[src/design/sfq_pkg.sv]
// Package for the serial queue control and receive port block.
// Assumes one system clock, synchronous active-low reset, and Avalon-MM access.
`default_nettype none

package sfq_pkg;

    // ------------------------------------------------------------------
    // Register map (byte addresses, one 32-bit word each)
    // ------------------------------------------------------------------
    localparam logic [15:0] ADDR_CTRL_SET = 16'h100C;
    localparam logic [15:0] ADDR_CTRL_CLEAR = 16'h1010;
    localparam logic [15:0] ADDR_RX_DATA = 16'h1014;
    localparam logic [15:0] ADDR_RX_DATA_STATUS = 16'h1018;
    localparam logic [15:0] ADDR_IRQ_STATUS = 16'h1040;
    localparam logic [15:0] ADDR_IRQ_CLEAR = 16'h1044;
    localparam logic [15:0] ADDR_IRQ_ENABLE = 16'h1048;
    localparam logic [15:0] ADDR_QUEUE_CFG = 16'h104C;
    localparam logic [15:0] ADDR_QUEUE_LEVEL = 16'h1050;

    // ------------------------------------------------------------------
    // Field positions
    // ------------------------------------------------------------------
    localparam int BIT_RX_LEVEL_EN = 0;
    localparam int BIT_TX_LEVEL_EN = 1;
    localparam int BIT_RX_TIMEOUT_EN = 4;
    localparam int BIT_RX_FLUSH = 8;
    localparam int BIT_TX_FLUSH = 9;
    localparam int BIT_FRAME_ERR = 13;
    localparam int BIT_PARITY_ERR = 14;
    localparam int BIT_NOISE = 15;

    // Sticky event bits of the interrupt status register.
    localparam int EV_RX_LEVEL = 0;
    localparam int EV_TX_LEVEL = 1;
    localparam int EV_RX_TIMEOUT = 2;
    localparam int EV_RX_OVERRUN = 3;
    localparam int EV_WIDTH = 4;

    // ------------------------------------------------------------------
    // Sizes, reset values and timing
    // ------------------------------------------------------------------
    localparam int CHAR_WIDTH = 9;
    localparam int RX_DEPTH = 8;
    localparam int RX_PTR_W = 3;
    localparam int RX_CNT_W = 4;
    localparam int TX_DEPTH = 8;
    localparam logic [31:0] CTRL_RESET = 32'h0000_0000;
    localparam logic [7:0] CFG_RESET = 8'h00;
    localparam int TIMEOUT_US = 10;
    localparam int CLOCK_MHZ = 100;
    localparam int TIMEOUT_CYCLES = TIMEOUT_US * CLOCK_MHZ;
    localparam int TIMER_W = 10;

    // One received character and its line status.
    typedef struct packed {
        logic line_noise_flag;
        logic parity_fault_flag;
        logic stop_bit_missing_flag;
        logic [CHAR_WIDTH-1:0] received_character;
    } sfq_rx_entry_s;

    // Control bits held for the channel.
    typedef struct packed {
        logic rx_timeout_irq_enable;
        logic tx_level_irq_enable;
        logic rx_level_irq_enable;
    } sfq_ctrl_s;

endpackage

`default_nettype wire

[src/design/sfq_rx_queue.sv]
// Receive queue of characters with status for one serial channel.
// Assumes a single-cycle push from the serial receiver and pop from the bus side.
`default_nettype none

module sfq_rx_queue
(
    // Clock and reset
    input wire logic i_clock,
    input wire logic i_rst_n,
    // Push side
    input wire logic i_push,
    input wire sfq_pkg::sfq_rx_entry_s i_push_data,
    output logic o_push_ready,
    // Pop side
    input wire logic i_pop,
    output sfq_pkg::sfq_rx_entry_s o_head,
    // Control and state
    input wire logic i_flush,
    output logic [sfq_pkg::RX_CNT_W-1:0] o_count
);

    sfq_pkg::sfq_rx_entry_s mem [sfq_pkg::RX_DEPTH];
    logic [sfq_pkg::RX_PTR_W-1:0] wr_ptr;
    logic [sfq_pkg::RX_PTR_W-1:0] rd_ptr;
    logic [sfq_pkg::RX_CNT_W-1:0] count;
    logic [sfq_pkg::RX_PTR_W-1:0] next_wr_ptr;
    logic [sfq_pkg::RX_PTR_W-1:0] next_rd_ptr;
    logic [sfq_pkg::RX_CNT_W-1:0] next_count;
    logic do_push;
    logic do_pop;

    assign o_push_ready = (count != sfq_pkg::RX_CNT_W'(sfq_pkg::RX_DEPTH));
    assign do_push = i_push && o_push_ready && !i_flush;
    assign do_pop = i_pop && (count != '0) && !i_flush;
    assign o_count = count;
    assign o_head = (count != '0) ? mem[rd_ptr] : '0;

    always_comb
    begin
        next_wr_ptr = wr_ptr;
        next_rd_ptr = rd_ptr;
        next_count = count;
        if (i_flush)
        begin
            // Flush empties the queue by aligning the pointers.
            next_rd_ptr = wr_ptr;
            next_count = '0;
        end
        else
        begin
            if (do_push)
            begin
                next_wr_ptr = wr_ptr + 1'b1;
            end
            if (do_pop)
            begin
                next_rd_ptr = rd_ptr + 1'b1;
            end
            if (do_push && !do_pop)
            begin
                next_count = count + 1'b1;
            end
            else if (do_pop && !do_push)
            begin
                next_count = count - 1'b1;
            end
        end
    end

    always_ff @(posedge i_clock)
    begin
        if (!i_rst_n)
        begin
            wr_ptr <= '0;
            rd_ptr <= '0;
            count <= '0;
        end
        else
        begin
            wr_ptr <= next_wr_ptr;
            rd_ptr <= next_rd_ptr;
            count <= next_count;
        end
    end

    always_ff @(posedge i_clock)
    begin
        if (do_push)
        begin
            mem[wr_ptr] <= i_push_data;
        end
    end

endmodule

`default_nettype wire

[src/design/sfq_rx_timeout.sv]
// Receive timeout timer for one channel.
// Assumes the restart and enable come from the control logic on the same clock.
`default_nettype none

module sfq_rx_timeout
(
    // Clock and reset
    input wire logic i_clock,
    input wire logic i_rst_n,
    // Control
    input wire logic i_enable,
    input wire logic i_restart,
    input wire logic i_not_empty,
    // Event
    output logic o_expired
);

    logic [sfq_pkg::TIMER_W-1:0] count;
    logic [sfq_pkg::TIMER_W-1:0] next_count;
    logic fired;
    logic next_fired;

    localparam logic [sfq_pkg::TIMER_W-1:0] LAST =
        sfq_pkg::TIMER_W'(sfq_pkg::TIMEOUT_CYCLES - 1);

    always_comb
    begin
        next_count = count;
        next_fired = fired;
        o_expired = 1'b0;
        if (!i_enable || i_restart || !i_not_empty)
        begin
            // The count clears to zero while disabled or while the queue is empty, and starts over on a restart.
            next_count = '0;
            next_fired = 1'b0;
        end
        else if (!fired)
        begin
            if (count == LAST)
            begin
                o_expired = 1'b1;
                next_fired = 1'b1;
            end
            else
            begin
                next_count = count + 1'b1;
            end
        end
    end

    always_ff @(posedge i_clock)
    begin
        if (!i_rst_n)
        begin
            count <= '0;
            fired <= 1'b0;
        end
        else
        begin
            count <= next_count;
            fired <= next_fired;
        end
    end

endmodule

`default_nettype wire

[src/design/sfq_uart_port.sv]
// Control and receive-data access for one serial channel of the shared system queue.
// Assumes an Avalon-MM master on the same clock and a receiver pushing one entry a cycle.
//
// Contract
// - Level interrupt enables at bits 0, 1, reset clear.
// - Timeout enable bit 4 also enables counting.
// - Writing one to bit 4 restarts timeout.
// - Set bit 8 empties receive queue.
// - Set bit 9 empties transmit queue.
// - Clear register ones disable bits 0, 1, 4.
// - Zeros written to clear change nothing.
// - Plain data read gives oldest character 8:0.
// - Status read gives character plus error flags.
// - Bit 13 flags a missing stop bit.
// - Bit 14 parity error, bit 15 noise.
// - Set register ones set; read returns enables.
//
// Register access over Avalon-MM was decided locally.
`default_nettype none

module sfq_uart_port
(
    // Clock and reset
    input wire logic i_clock,
    input wire logic i_rst_n,
    // Avalon-MM slave
    input wire logic [15:0] i_address,
    input wire logic i_read,
    input wire logic i_write,
    input wire logic [31:0] i_writedata,
    input wire logic [3:0] i_byteenable,
    output logic [31:0] o_readdata,
    output logic o_waitrequest,
    // Receiver push side
    input wire logic i_rx_push,
    input wire sfq_pkg::sfq_rx_entry_s i_rx_entry,
    output logic o_rx_push_ready,
    // Transmit queue flush towards the transmit path
    output logic o_tx_queue_flush,
    // Interrupt
    output logic o_irq
);

    // ------------------------------------------------------------------
    // State
    // ------------------------------------------------------------------
    sfq_pkg::sfq_ctrl_s ctrl;
    sfq_pkg::sfq_ctrl_s next_ctrl;
    logic [7:0] rx_threshold;
    logic [7:0] next_rx_threshold;
    logic [sfq_pkg::EV_WIDTH-1:0] irq_status;
    logic [sfq_pkg::EV_WIDTH-1:0] next_irq_status;
    logic [sfq_pkg::EV_WIDTH-1:0] irq_enable;
    logic [sfq_pkg::EV_WIDTH-1:0] next_irq_enable;
    logic [31:0] readdata;
    logic [31:0] next_readdata;
    logic answered;
    logic next_answered;
    logic rx_flush;
    logic next_rx_flush;
    logic tx_flush;
    logic next_tx_flush;
    logic timeout_restart;
    logic next_timeout_restart;
    logic rx_pop;
    logic [sfq_pkg::RX_CNT_W-1:0] rx_count;
    sfq_pkg::sfq_rx_entry_s rx_head;
    logic timeout_expired;
    logic rx_level_hit;
    logic rx_level_prev;
    logic overrun;
    logic [31:0] wmask;
    logic wr_access;
    logic rd_access;

    // Byte enables expand to a bit mask for every write.
    function automatic logic [31:0] lane_mask(input logic [3:0] be);
        logic [31:0] m;
        m = '0;
        for (int i = 0; i < 4; i++)
        begin
            m[i*8 +: 8] = {8{be[i]}};
        end
        return m;
    endfunction

    function automatic logic [31:0] entry_word(input sfq_pkg::sfq_rx_entry_s e, input logic st);
        logic [31:0] w;
        w = '0;
        w[sfq_pkg::CHAR_WIDTH-1:0] = e.received_character;
        if (st)
        begin
            w[sfq_pkg::BIT_FRAME_ERR] = e.stop_bit_missing_flag;
            w[sfq_pkg::BIT_PARITY_ERR] = e.parity_fault_flag;
            w[sfq_pkg::BIT_NOISE] = e.line_noise_flag;
        end
        return w;
    endfunction

    // ------------------------------------------------------------------
    // Bus handshake
    // ------------------------------------------------------------------
    // Every access waits one cycle, so a read pops exactly once.
    assign o_waitrequest = (i_read || i_write) && !answered;
    assign wr_access = i_write && !answered;
    assign rd_access = i_read && !answered;
    assign wmask = lane_mask(i_byteenable);
    assign o_readdata = readdata;
    assign o_tx_queue_flush = tx_flush;
    assign o_irq = |(irq_status & irq_enable);
    assign rx_level_hit = ({4'h0, rx_count} > rx_threshold);
    assign overrun = i_rx_push && !o_rx_push_ready;
    assign rx_pop = rd_access && ((i_address == sfq_pkg::ADDR_RX_DATA) ||
                                  (i_address == sfq_pkg::ADDR_RX_DATA_STATUS));

    always_comb
    begin
        next_ctrl = ctrl;
        next_rx_threshold = rx_threshold;
        next_irq_enable = irq_enable;
        next_irq_status = irq_status;
        next_readdata = readdata;
        next_answered = 1'b0;
        next_rx_flush = 1'b0;
        next_tx_flush = 1'b0;
        next_timeout_restart = 1'b0;
        if ((i_read || i_write) && !answered)
        begin
            next_answered = 1'b1;
        end
        if (wr_access)
        begin
            unique case (i_address)
                sfq_pkg::ADDR_CTRL_SET:
                begin
                    // Ones set, zeros leave bits as they are.
                    if (i_writedata[sfq_pkg::BIT_RX_LEVEL_EN] && wmask[0])
                    begin
                        next_ctrl.rx_level_irq_enable = 1'b1;
                    end
                    if (i_writedata[sfq_pkg::BIT_TX_LEVEL_EN] && wmask[0])
                    begin
                        next_ctrl.tx_level_irq_enable = 1'b1;
                    end
                    if (i_writedata[sfq_pkg::BIT_RX_TIMEOUT_EN] && wmask[0])
                    begin
                        next_ctrl.rx_timeout_irq_enable = 1'b1;
                        next_timeout_restart = 1'b1;
                    end
                    next_rx_flush = i_writedata[sfq_pkg::BIT_RX_FLUSH] && wmask[8];
                    next_tx_flush = i_writedata[sfq_pkg::BIT_TX_FLUSH] && wmask[8];
                end
                sfq_pkg::ADDR_CTRL_CLEAR:
                begin
                    // Only ones act; zero bits keep enables and flushes.
                    if (i_writedata[sfq_pkg::BIT_RX_LEVEL_EN] && wmask[0])
                    begin
                        next_ctrl.rx_level_irq_enable = 1'b0;
                    end
                    if (i_writedata[sfq_pkg::BIT_TX_LEVEL_EN] && wmask[0])
                    begin
                        next_ctrl.tx_level_irq_enable = 1'b0;
                    end
                    if (i_writedata[sfq_pkg::BIT_RX_TIMEOUT_EN] && wmask[0])
                    begin
                        next_ctrl.rx_timeout_irq_enable = 1'b0;
                    end
                end
                sfq_pkg::ADDR_IRQ_ENABLE:
                begin
                    next_irq_enable = (irq_enable & ~wmask[sfq_pkg::EV_WIDTH-1:0]) |
                                      (i_writedata[sfq_pkg::EV_WIDTH-1:0] &
                                       wmask[sfq_pkg::EV_WIDTH-1:0]);
                end
                sfq_pkg::ADDR_IRQ_CLEAR:
                begin
                    next_irq_status = irq_status & ~(i_writedata[sfq_pkg::EV_WIDTH-1:0] &
                                                     wmask[sfq_pkg::EV_WIDTH-1:0]);
                end
                sfq_pkg::ADDR_QUEUE_CFG:
                begin
                    if (wmask[0])
                    begin
                        next_rx_threshold = i_writedata[7:0];
                    end
                end
                default:
                begin
                    next_ctrl = ctrl;
                end
            endcase
        end
        if (rd_access)
        begin
            unique case (i_address)
                sfq_pkg::ADDR_CTRL_SET:
                begin
                    next_readdata = '0;
                    next_readdata[sfq_pkg::BIT_RX_LEVEL_EN] = ctrl.rx_level_irq_enable;
                    next_readdata[sfq_pkg::BIT_TX_LEVEL_EN] = ctrl.tx_level_irq_enable;
                    next_readdata[sfq_pkg::BIT_RX_TIMEOUT_EN] = ctrl.rx_timeout_irq_enable;
                end
                sfq_pkg::ADDR_RX_DATA:
                begin
                    next_readdata = entry_word(rx_head, 1'b0);
                end
                sfq_pkg::ADDR_RX_DATA_STATUS:
                begin
                    next_readdata = entry_word(rx_head, 1'b1);
                end
                sfq_pkg::ADDR_IRQ_STATUS:
                begin
                    next_readdata = {{(32 - sfq_pkg::EV_WIDTH){1'b0}}, irq_status};
                end
                sfq_pkg::ADDR_IRQ_ENABLE:
                begin
                    next_readdata = {{(32 - sfq_pkg::EV_WIDTH){1'b0}}, irq_enable};
                end
                sfq_pkg::ADDR_QUEUE_CFG:
                begin
                    next_readdata = {24'h000000, rx_threshold};
                end
                sfq_pkg::ADDR_QUEUE_LEVEL:
                begin
                    next_readdata = {{(32 - sfq_pkg::RX_CNT_W){1'b0}}, rx_count};
                end
                default:
                begin
                    // Unmapped and write-only addresses read as zero.
                    next_readdata = '0;
                end
            endcase
        end
        // Events are applied last so a set wins over a clear in the same cycle.
        if (ctrl.rx_level_irq_enable && rx_level_hit && !rx_level_prev)
        begin
            next_irq_status[sfq_pkg::EV_RX_LEVEL] = 1'b1;
        end
        if (ctrl.tx_level_irq_enable && tx_flush)
        begin
            // The transmit queue is empty after a flush, so its level is met.
            next_irq_status[sfq_pkg::EV_TX_LEVEL] = 1'b1;
        end
        if (timeout_expired)
        begin
            next_irq_status[sfq_pkg::EV_RX_TIMEOUT] = 1'b1;
        end
        if (overrun)
        begin
            next_irq_status[sfq_pkg::EV_RX_OVERRUN] = 1'b1;
        end
    end

    always_ff @(posedge i_clock)
    begin
        if (!i_rst_n)
        begin
            ctrl <= '0;
            rx_threshold <= sfq_pkg::CFG_RESET;
            irq_status <= '0;
            irq_enable <= '0;
            readdata <= sfq_pkg::CTRL_RESET;
            answered <= 1'b0;
            rx_flush <= 1'b0;
            tx_flush <= 1'b0;
            timeout_restart <= 1'b0;
            rx_level_prev <= 1'b0;
        end
        else
        begin
            ctrl <= next_ctrl;
            rx_threshold <= next_rx_threshold;
            irq_status <= next_irq_status;
            irq_enable <= next_irq_enable;
            readdata <= next_readdata;
            answered <= next_answered;
            rx_flush <= next_rx_flush;
            tx_flush <= next_tx_flush;
            timeout_restart <= next_timeout_restart;
            rx_level_prev <= rx_level_hit;
        end
    end

    // ------------------------------------------------------------------
    // Receive queue and timeout
    // ------------------------------------------------------------------
    sfq_rx_queue u_rx_queue
    (
        .i_clock(i_clock),
        .i_rst_n(i_rst_n),
        .i_push(i_rx_push),
        .i_push_data(i_rx_entry),
        .o_push_ready(o_rx_push_ready),
        .i_pop(rx_pop),
        .o_head(rx_head),
        .i_flush(rx_flush),
        .o_count(rx_count)
    );

    sfq_rx_timeout u_rx_timeout
    (
        .i_clock(i_clock),
        .i_rst_n(i_rst_n),
        .i_enable(ctrl.rx_timeout_irq_enable),
        .i_restart(timeout_restart || i_rx_push),
        .i_not_empty(rx_count != '0),
        .o_expired(timeout_expired)
    );

endmodule

`default_nettype wire

[config.mk]
export PLATFORM = sky130hd
export DESIGN_NAME = sfq_uart_port
export DESIGN_NICKNAME = d
export VERILOG_FILES = /design/src/design/sfq_pkg.sv /design/src/design/sfq_rx_queue.sv /design/src/design/sfq_rx_timeout.sv /design/src/design/sfq_uart_port.sv
export SDC_FILE = /design/constraint.sdc
export NUM_CORES = 1
export LEC_CHECK = 0
export BUFFER_PORTS_ARGS = -buffer_cell sky130_fd_sc_hd__buf_2
export CAP_MARGIN = 10
export CORE_ASPECT_RATIO = 1.25
export CORE_MARGIN = 2
export CORE_UTILIZATION = 60
export CTS_CLUSTER_SIZE = 16
export DETAILED_ROUTE_END_ITERATION = 10
export PLACE_DENSITY = 0.81
export SLEW_MARGIN = 30
export SYNTH_ARGS = -nofsm -noshare
export SYNTH_HDL_FRONTEND = slang
export SYNTH_SLANG_ARGS = --single-unit
export TNS_END_PERCENT = 5
[constraint.sdc]
create_clock -name i_clock -period 8.78 [get_ports i_clock]
set_input_delay 0.878 -clock i_clock [delete_from_list [all_inputs] [get_ports i_clock]]
set_output_delay 0.878 -clock i_clock [all_outputs]
set_load 0.01 [all_outputs]
# Word level (Yosys, flattened, before mapping)

Memory sizes are Yosys's and may differ from the RTL's. A register that Yosys moved wholly into a read port is not among the register bits.
Cells that the tools add are included.

Mux-type cells: 29
Reductions and logical operators: 59
Add/subtract/negate cells: 5
Bitwise logic cells: 11
Eq/ne operators: 17
Magnitude comparators: 1

Operators by type and width:

| kind                                                              | number |
|---|---|
| 16-bit by 13-bit == test with 1-bit output, second input constant | 9 |
| 16-bit case mux with 7 select lines                               | 1 |
| 2-bit nonzero test                                                | 11 |
| 1-bit logical AND                                                 | 19 |
| 1-bit two-way mux                                                 | 18 |
| 4-bit bitwise AND                                                 | 4 |
| 4-bit two-way mux                                                 | 4 |
| 2-bit AND reduction                                               | 7 |
| 12-bit two-way mux                                                | 1 |
| 3-bit two-way mux                                                 | 4 |
| 2-bit != test, second input constant                              | 6 |
| 4-bit AND reduction                                               | 3 |
| 10-bit by 1-bit adder with 10-bit output, second input constant   | 1 |
| 10-bit == test, second input constant                             | 1 |
| 4-bit by 8-bit > comparator with 1-bit output                     | 1 |
| 1-bit zero test                                                   | 8 |
| 4-bit inverter                                                    | 2 |
| 3-bit by 1-bit adder with 3-bit output, second input constant     | 2 |
| 3-bit case mux with 2 select lines                                | 1 |
| 3-bit AND reduction                                               | 2 |
| 1-bit logical OR                                                  | 5 |
| 4-bit by 1-bit adder with 4-bit output, second input constant     | 1 |
| 4-bit != test, second input constant                              | 1 |
| 1-bit inverter                                                    | 4 |
| other kinds (5)                                                   | 6 |

Bits in registers: 77
Word-level logic and storage cells: 143
Memories: 1
RAM bits: 96
Output and inout bits: 36
Input bits: 69

Memories:

| memory         | words | width | rd ports | clocked after Yosys merged registers in | wr ports | line               | source |
|---|---|---|---|---|---|---|---|
| u_rx_queue.mem | 8     | 12    | 1        | 1                                       | 1        | sfq_rx_queue.sv:22 | `sfq_pkg::sfq_rx_entry_s mem [sfq_pkg::RX_DEPTH];` |

# Logic depth before layout (Yosys ltp)

Gate-level depths: netlist of run 1.

Word-level depth: 9
Depth in mapped cells: 13
Gate-level depth less buffers: 12

# By module

From an unflattened synthesis of run 1, not the netlist that was laid out.

Cell total of the unflattened synthesis: 534
Area total of the unflattened synthesis: 7055.5 um2

By module, submodules not included:

| module         | instances | area each (um2) | seq. area each (um2) | cells an instance |
|---|---|---|---|---|
| sfq_rx_queue   | 1         | 4336.7          | 3143.0               | 229 |
| sfq_uart_port  | 1         | 2132.0          | 720.7                | 240 |
| sfq_rx_timeout | 1         | 586.8           | 220.2                | 65 |

# Least setup slack after synthesis of run 1

Ideal clock, no wire load.

Path kind: input port to flip-flop
From: input i_address[5]
To: register u_rx_queue.count, in the netlist u_rx_queue.o_count[3]
Data arrival time: 3.126 ns
Buffers on the path: 0
Library setup time: 0.070 ns
Path slack: 5.584 ns
Cell stages on the path: 12
Required time: 8.710 ns
Path through: nor4_4 > and3_1 > and3_4 > nand2_1 > ha_1 > inv_1 > ha_1 > a21o_1 > a21oi_1 > xnor2_1 > or3_1 > a21oi_1

Cells in the longest elaborated chain, start to end: 8
Elaborated cells between the ends (all ways): 11
Those cells by class: eq/ne: 2; mux: 1; reduce/logical: 8

Ends and longest elaborated chain:

| element                                                       | line                                       | source |
|---|---|---|
| from (decl)                                                   | sfq_uart_port.sv:27                        | `input wire logic [15:0] i_address,` |
| 16-bit by 13-bit == test with 1-bit output (on tied branches) | sfq_uart_port.sv:113, sfq_uart_port.sv:114 |  |
| 1-bit logical OR (*)                                          | sfq_uart_port.sv:113                       | `assign rx_pop = rd_access && ((i_address == sfq_pkg::ADDR_RX_DATA) \|\|` |
| 1-bit logical AND (*)                                         | sfq_uart_port.sv:113                       |  |
| 1-bit logical AND (*) (2 in series)                           | sfq_rx_queue.sv:34                         | `assign do_pop = i_pop && (count != '0) && !i_flush;` |
| 1-bit zero test                                               | sfq_rx_queue.sv:59                         | `if (do_push && !do_pop)` |
| 1-bit logical AND                                             | sfq_rx_queue.sv:59                         |  |
| 4-bit two-way mux or 2-bit nonzero test (tied branches)       | -                                          |  |
| to (signal assigned)                                          | sfq_rx_queue.sv:82                         | `count <= next_count;` |
| to (decl)                                                     | sfq_rx_queue.sv:25                         | `logic [sfq_pkg::RX_CNT_W-1:0] count;` |

Mark *: on every way between the ends. The rest lies on a longest branch, timed or not.
A chain may end at the register's enable or synchronous reset.

# Final worst setup path of run 1

Ends and elaborated chain as after synthesis.

==> run metrics, run 1 <==
outcome=finished clean; die extent in y=between 100 and 150 um; FMAX=0.3135 GHz; Final Setup Violations=0; PD cells=212.4 nW/um2; Total Wirelength=14.68 mm; dpl hpwl=9.982 mm; commonest non-fill, non-tap cell in the layout=edfxtp_1; Mapped Area=6818 um2; ANT cells=0; total power=between 1.5 and 2 mW; actual slew at the worst max-slew pin=about 900 ps; # IOs=105; latest clock arrival within the worst-skew pair=roughly 420 ps; Hold/Removal Path Class=reg2reg; Die Area=12,240 um2; H-Tree Depth=4; initial antenna violation count=0; share of cells above drive strength 1=a little under a quarter; antenna-violating nets left=0; area leader, netlist=edfxtp_1; Placer Congestion=0.8404; hold-fix buffers at CTS=0; top cells by area in the synthesized netlist=edfxtp_1, dfxtp_1, mux4_2; critical path class=in2reg; Period minus WS final=approximately 3200 ps; filler instances=just under 800; crit-path max cell delay=390 ps; synthesized area per cell=13.53 um2; Ys Warns=0; Iter 0 DRT Violations=216; worst-path cell chain=buf_2 -> nor4_4 -> and3_1 -> and3_4 -> nand2_1 -> ha_1 -> inv_1 -> ha_1 -> a21o_1 -> a21oi_1 -> xnor2_1 -> or3_1 -> a21oi_1; Main synth FF type=edfxtp_1; Layout Cells excl Fill=around 720; slew margin rel.=38.84%; Final Max Tran Viols=0; ys async rst share=0%; Clock Sinks=156; gr usage total=25.31%; drt drc=0; CP top delay family=simple AND/OR/NAND/NOR gates; sequential cell area fraction in the yosys report=59.90%; Resized cells post-CTS=0; die width=99.35 um; placed cells=689; initial core utilization=61.52%; setup TNS=0 ps; largest net degree at the start of global routing=27; post-CTS setup repair buffer count=0; Mapped Cells=between 500 and 600; final clock skew=7.442 ps; Synth cell types=67; clock slew at reported path FFs=70 ps; LEAKAGE=2.877 nW; Worst setup SP type=input port; Inserted Clock Buffers=17; CTS tree=yes; vias after detailed routing=~4.4k; required time of the critical path=9130 ps; Row Count=43; DR pass1 iterations=4; input/output buffers=60; grt total ovfl=0; nets=653; Via-to-Cell Ratio=6.058; RSZ-0062 raised after global routing=no; area grow syn2layout=13.53%; CP arrival=3540 ps; fin crit share=36.33%; Buf/Inv on CP=2; Maximum Capacitance Violations=0; count of flip-flops with a built-in enable after synthesis=96; crit-path max FO=5; clock buffer depth=2; vias in the first global route=4,381; Hold Vio Cnt, Final=0; most frequent cells in the layout=edfxtp_1, dfxtp_1, buf_2; Wirelength per Cell=20.37 um; VDD IR-drop max=~170 uV; first-pass GRT wire length=roughly 23 mm; slowest CP cell=and3_1; CTS Root Buffer Type=clkbuf_16; top cell type's share of synthesized area=42.28%; endpoint type of the worst setup path=flip-flop; #FFs+latches synth=156; Core Region=between 10,000 and 15,000 um2
[stage by stage]
| step | hold slack (ps) | setup slack [ps] | utilization [%] | area [um2] |
|---|---|---|---|---|
| after floorplan | 445.1 | 5584 | - | 6889 |
| after global placement | 464.7 | 5266 | 64.86 | 7188 |
| after detailed placement | 469.9 | 5171 | 64.86 | 7188 |
| after CTS | 476.6 | 5597 | 69.84 | 7740 |
| after global routing | 494.0 | 5366 | 69.84 | 7740 |
| final | 476.7 | 5590 | 69.84 | 7740 |
[worst register-to-register path, cell delays in order (launching register included)]
cell and delay, ps:
dfxtp_1 410, or4_1 630, and3_4 230, and3_4 200
nand2_1 70, ha_1 170, inv_1 90, ha_1 280
a21o_1 180, a21oi_1 160, xnor2_1 100, or3_1 320
a21oi_1 150
[routing by layer]
| layer | track usage (%) | vias to the layer above | share of wire, % |
|---|---|---|---|
| met1 | 29.62 | 2181 | 39 |
| met2 | 45.19 | 132 | 54 |
| met4 | 10.02 | 0 | 2.5 |
| met3 | 5.936 | 39 | 4.8 |
| met5 | 0 | - | 0 |
| li1 | - | 2016 | - |
[cell families (layout without fill, tap and decap cells)]
group | Yosys count | count (layout) | synth area share [%]
AOI/OAI and AO/OA | 73 | 73 | 7.084
adders and majority gates | 11 | 11 | 2.129
buffers and inverters | 49 | 112 | 4.147
muxes | 51 | 51 | 11.93
other | 1 | 20 | 0.05500
xor gates and xnor gates | 13 | 13 | 1.670
and+or+nand+nor | 150 | 150 | 13.09
DFF | 156 | 156 | 59.90
[synth_stat cells, drive strengths merged, types with 8 or more instances]
master / count
edfxtp: 96
dfxtp: 60
nor2: 47
buf: 32
nand2: 28
mux2i: 25
a21oi: 24
mux4: 24
o21ai: 15
ha: 10
inv: 9
nand2b: 8
nand3: 8
nand4: 8
nor3: 8
[power breakdown]
group          switching (mW)  internal (mW)
Sequential             0.0197          0.805
Combinational          0.0820         0.0573
Clock                   0.307          0.372
[cell type report]
cell class | instances | area, um2 | area share [%]
clock inverters | 14 | 122.6 | 1.584
clock buffers | 18 | 429.2 | 5.545
well taps | 135 | 168.9 | 2.182
multi-input cells | 318 | 2522 | 32.59
repair buffers | 70 | 375.4 | 4.850
inverters | 10 | 37.54 | 0.4850
flip-flops and latches | 156 | 4084 | 52.76
[state kept, by name, summed over array words and instances (netlist names), named ones only]
signal	cells
u_rx_queue.rd_ptr	3
u_rx_queue.o_count	4
ctrl	3
irq_status	4
rx_threshold	8
rx_level_prev	1
answered	1
timeout_restart	1
u_rx_queue.mem	96
u_rx_queue.wr_ptr	3
u_rx_timeout.count	10
o_tx_queue_flush	1
rx_flush	1
o_readdata	12
u_rx_timeout.fired	1
[final timing paths]
path / start / to / slack (ps) / depth (start not counted)
min reg2reg: o_readdata[8] / o_readdata[8] / 480 / 2
max reg2reg: u_rx_queue.o_count[0] / u_rx_queue.o_count[3] / 5740 / 12
max: i_address[5] / u_rx_queue.o_count[3] / 5590 / 13
min: o_readdata[8] / o_readdata[8] / 480 / 2
(Power assumes the default switching activity.)
==> run 2: changes to the inputs <==
CORE_UTILIZATION = 57   (was 60)
PLACE_DENSITY = 0.77   (was 0.81)
clock period = 3 ns   (was 8.78 ns; I/O delays follow)
==> run 2 against run 1 <==
  * Utilization is 2.1 points lower
  * Power increased to 3.0 times the previous value
  * Clock power increased to 3.1 times the previous value
  * Clock skew increased by 1.9 ps
  * Via count down 0.21%
  * Sequential power rose to 2.9 times the previous value
  * Cell area increased by 2.1%
==> run metrics, run 2 (synthesis gave the netlist of run 1 again) <==
Period minus WS final=~2900 ps; commonest non-fill, non-tap cell in the layout=edfxtp_1; Sw Ratio=24.56%; Combinational Power Share=9.8%; ANT cells=0; largest net degree at the start of global routing=24; hold-fix buffers at CTS=0; slew margin rel.=59.93%; Sw Pwr=1.217 mW; worst-path cell chain=or4_4 -> and3_4 -> and3_4 -> nand2_1 -> ha_1 -> inv_1 -> ha_1 -> a21o_1 -> a21oi_2 -> xnor2_1 -> or3_1 -> a21oi_1; vias in the first global route=approximately 4.4k; CTS tree=yes; Iter 0 DRT Violations=238; VDD IR-drop max=458.8 uV; most frequent cells in the layout=edfxtp_1, dfxtp_1, buf_2; initial antenna violation count=0; Layout Cells excl Fill=760; crit-path max cell delay=550 ps; Core Region=11,670 um2; LEAKAGE=2.954 nW; first-pass GRT wire length=22.71 mm; share of cells above drive strength 1=25.88%; latest clock arrival within the worst-skew pair=420 ps; Buf/Inv on CP=1; DR pass1 iterations=4; Top reg by flops=u_rx_queue.mem; nets=666; CTS Root Buffer Type=clkbuf_16; Placer Congestion=0.8936; endpoint type of the worst setup path=flip-flop; die extent in y=126.3 um; Total Wirelength=14.53 mm; clock buffer depth=2; CP top delay family=simple AND/OR/NAND/NOR gates; Via-to-Cell Ratio=between 5 and 6; max FFs per register=96; setup TNS=0 ps; placed cells=728; gr usage total=about a quarter; clock slew at reported path FFs=about 60 ps; slowest CP cell=or4_4; Inserted Clock Buffers=17; critical path class=reg2reg; Final Max Tran Viols=0; # IOs=105; initial core utilization=58.42%; fin crit share=95.29%; actual slew at the worst max-slew pin=600.2 ps; Row Count=44; outcome=finished clean; Hold/Removal Path Class=in2reg; RSZ-0062 raised after global routing=no; required time of the critical path=between 3000 and 4000 ps; Wirelength per Cell=19.12 um; vias after detailed routing=about 4.4k; post-CTS setup repair buffer count=0; grt total ovfl=0; die width=101.8 um; Final Setup Violations=0; crit-path max FO=4; PD cells=627.1 nW/um2; drt drc=0; power share of the clock group=42.0%; sequential share of power=around half; area grow syn2layout=15.93%; Worst setup SP type=flip-flop; Die Area=12,860 um2; Maximum Capacitance Violations=0; Clock Sinks=156; Int Power=3.740 mW; dpl hpwl=9.838 mm; antenna-violating nets left=0; input/output buffers=60; r2r setup slk=140 ps; H-Tree Depth=4; CP arrival=3200 ps; Hold Vio Cnt, Final=0; final clock skew=9.325 ps; FMAX=roughly 0.35 GHz
==> run 2: changes by cell type in the layout (fill, tap and decap cells not counted) <==
cell | before | now
a21oi_1 | 24 | 23
a21oi_2 | 0 | 1
buf_4 | 10 | 23
bufinv_16 | 0 | 1
clkinv_2 | 2 | 0
clkinv_4 | 1 | 3
inv_8 | 4 | 3
or4_1 | 2 | 1
or4_4 | 0 | 1
==> run 2: worst paths after layout <==
path                                            start  cells past startpoint                     to
worst max-delay path            u_rx_queue.o_count[0]                     12  u_rx_queue.o_count[3]
worst min-delay path                   i_writedata[9]                      2       o_tx_queue_flush
worst max register to register  u_rx_queue.o_count[0]                     12  u_rx_queue.o_count[3]
worst min register to register          o_readdata[8]                      2          o_readdata[8]
==> run 2: layer usage <==
layer	part of all wire, %	global-route usage (%)
met2	54	40.67
met4	2.7	10.12
met5	0	0
met1	38	28.11
met3	4.9	5.549
==> run 2: layout make-up <==
cell class                 instances  area, um2
multi-input combinational        318       2530
timing repair buffer              83      473.0
inverter                          10      37.54
clock inverter                    14      148.9
tap                              161      201.4
clock buffer                      18      429.2
sequential                       156       4084
fill                             865       3767
==> run 2: per-stage QoR <==
step                      utilization (%)  area [um2]  total power, mW  hold slack [ps]  worst slack, ps
final                               67.72        7904            4.957            93.63            141.3
after global routing                67.72        7904            5.127            93.64            27.47
after CTS                           67.66        7896            4.961            83.58            45.53
after detailed placement            62.70        7318            2.898            472.3            67.26
after global placement              62.70        7318            2.872            467.6            187.3
after floorplan                         -        6889            2.722            396.6            237.9
==> run 2: worst register-to-register path, cell delays in order (launching register included) <==
cell and delay, ps:
dfxtp_1 310, or4_4 550, and3_4 210, and3_4 200, nand2_1 70, ha_1 180
inv_1 100, ha_1 290, a21o_1 190, a21oi_2 150, xnor2_1 80, or3_1 320
a21oi_1 140
==> run 2: timing repair <==
action / CTS / global route
hold endpoints to repair: 0 / 0
setup endpoints to repair: 0 / 1
gates resized for setup: 0 / 2
==> run 2: power by group through the flow <==
| stage | combinational, mW | clock, mW | sequential, mW |
|---|---|---|---|
| 6_report | 0.487 | 2.08 | 2.39 |
| 4_1_cts | 0.475 | 2.10 | 2.39 |
| 3_3_place_gp | 0.447 | 0 | 2.43 |
| 3_5_place_dp | 0.467 | 0 | 2.43 |
| 2_1_floorplan | 0.281 | 0 | 2.44 |
| 5_1_grt | 0.535 | 2.20 | 2.39 |
==> run 3: changes to the inputs <==
RECOVER_POWER = 50   (was default)
==> run 3 against run 2 <==
  * Utilization down 0.53 points
  * Cell area shrank 0.78%
  * Final cell count is the same
  * Die area is the same
  * Global-route usage stayed put
==> run metrics, run 3 (synthesis gave the netlist of run 1 again) <==
outcome=finished clean; Reg area=slightly above 4000 um2; LEAKAGE=2.839 nW; initial core utilization=58.42%; # IOs=about 110; RSZ-0062 raised after global routing=no; Iter 0 DRT Violations=270; crit-path max cell delay=roughly 550 ps; ANT cells=0; VDD IR-drop max=roughly 460 uV; Layout Utilization=67.20%; H-Tree Depth=4; Hold Vio Cnt, Final=0; commonest non-fill, non-tap cell in the layout=edfxtp_1; placed cells=~730; CP arrival=~3200 ps; first-pass GRT wire length=~23 mm; PD cells=630.9 nW/um2; Wirelength per Cell=19.17 um; CP top delay family=simple AND/OR/NAND/NOR gates; FMAX=0.3493 GHz; nets=666; actual slew at the worst max-slew pin=around 1100 ps; Core Region=11,670 um2; post-CTS setup repair buffer count=0; final clock skew=9.956 ps; Layout Cells excl Fill=760; Final Max Tran Viols=0; area grow syn2layout=15.03%; clock buffer depth=2; Final Setup Violations=0; Resized cells post-CTS=0; setup TNS=0 ps; Die Area=12,860 um2; die extent in y=126.3 um; drt drc=0; total power=4.948 mW; Hold/Removal Path Class=in2reg; grt total ovfl=0; gr usage total=a little under a quarter; largest net degree at the start of global routing=24; Worst setup SP type=flip-flop; most frequent cells in the layout=edfxtp_1, dfxtp_1, nor2_1; initial antenna violation count=0; CTS tree=yes; slowest CP cell=or4_4; Placer Congestion=0.8936; vias in the first global route=4,443; fin crit share=a little over nine tenths; crit-path max FO=4; DR pass1 iterations=4; Inserted Clock Buffers=17; Buf/Inv on CP=1; Top reg by flops=u_rx_queue.mem; share of cells above drive strength 1=20.53%; worst-path cell chain=or4_4 -> and3_4 -> and3_4 -> nand2_1 -> ha_1 -> inv_1 -> ha_1 -> a21o_1 -> a21oi_2 -> xnor2_1 -> or3_1 -> a21oi_1; vias after detailed routing=4,356; CTS Root Buffer Type=clkbuf_16; latest clock arrival within the worst-skew pair=420 ps; dpl hpwl=between 9 and 10 mm; Clock Sinks=156; Row Count=44; Total Wirelength=between 10 and 15 mm; endpoint type of the worst setup path=flip-flop; die width=around 100 um; input/output buffers=60; hold-fix buffers at CTS=0; antenna-violating nets left=0; filler instances=883; required time of the critical path=3340 ps; max FFs per register=96; Maximum Capacitance Violations=0; critical path class=reg2reg; slew margin rel.=between 20% and 30%; clock slew at reported path FFs=60 ps; Multi-input gate area=2509 um2; Period minus WS final=approximately 2900 ps; Via-to-Cell Ratio=5.732
run 3: cell count changes in the layout (fill, tap and decap cells not counted):
cell,change
buf_2,-29
nor4_4,-1
clkbuf_1,+30
nor4_1,+1
nor4b_1,+1
nor4b_2,-1
buf_4,-1
run 3: worst reg2reg max path, delay by kind of cell, from the launching register on:
| family | cells | cell delay [ps] |
|---|---|---|
| AND/OR/NAND/NOR | 5 | 1350 |
| AO/OA/AOI/OAI | 3 | 480 |
| adder cells (fa/ha/maj) | 2 | 470 |
| flip-flops | 1 | 310 |
| buffers and inverters | 1 | 100 |
| XOR/XNOR | 1 | 80 |
run 3: final cells by class:
cell class                      instances  share of cell area [%]
Inverter                               10                  0.4786
Clock buffer                           18                   5.472
Tap cell                              161                   2.569
Sequential cell                       156                   52.07
Multi-Input combinational cell        318                   31.99
Clock inverter                         14                   1.899
Timing Repair Buffer                   83                   5.520
run 3: metal layers:
metal | wire length, um | GRT usage, % | up-vias
li1 | - | - | 2043
met1 | 5634 | 28.11 | 2155
met2 | 7889 | 40.67 | 133
met3 | 697 | 5.549 | 25
met4 | 346 | 10.12 | 0
met5 | 0 | 0 | -
run 3: path summary, 6_finish.rpt:
path                               from                    end  slack [ps]  cells past startpoint
setup reg to reg  u_rx_queue.o_count[0]  u_rx_queue.o_count[3]         140                     12
setup / recovery  u_rx_queue.o_count[0]  u_rx_queue.o_count[3]         140                     12
hold / removal           i_writedata[9]       o_tx_queue_flush         100                      2
hold reg to reg           o_readdata[8]          o_readdata[8]         480                      2
run 3: report_power, final:
| part | internal [mW] | switching [mW] |
|---|---|---|
| sequential | 2.36 | 0.0316 |
| clock | 1.18 | 0.903 |
| combinational | 0.203 | 0.278 |
run 3: stage by stage:
stage	hold WS (ps)	worst slack, ps	instance area (um2)
floorplan	396.6	237.9	6889
global placement	467.6	187.3	7318
detailed placement	472.3	67.26	7318
CTS	83.58	45.53	7896
global route	93.64	25.12	7843
finish	96.28	136.8	7843
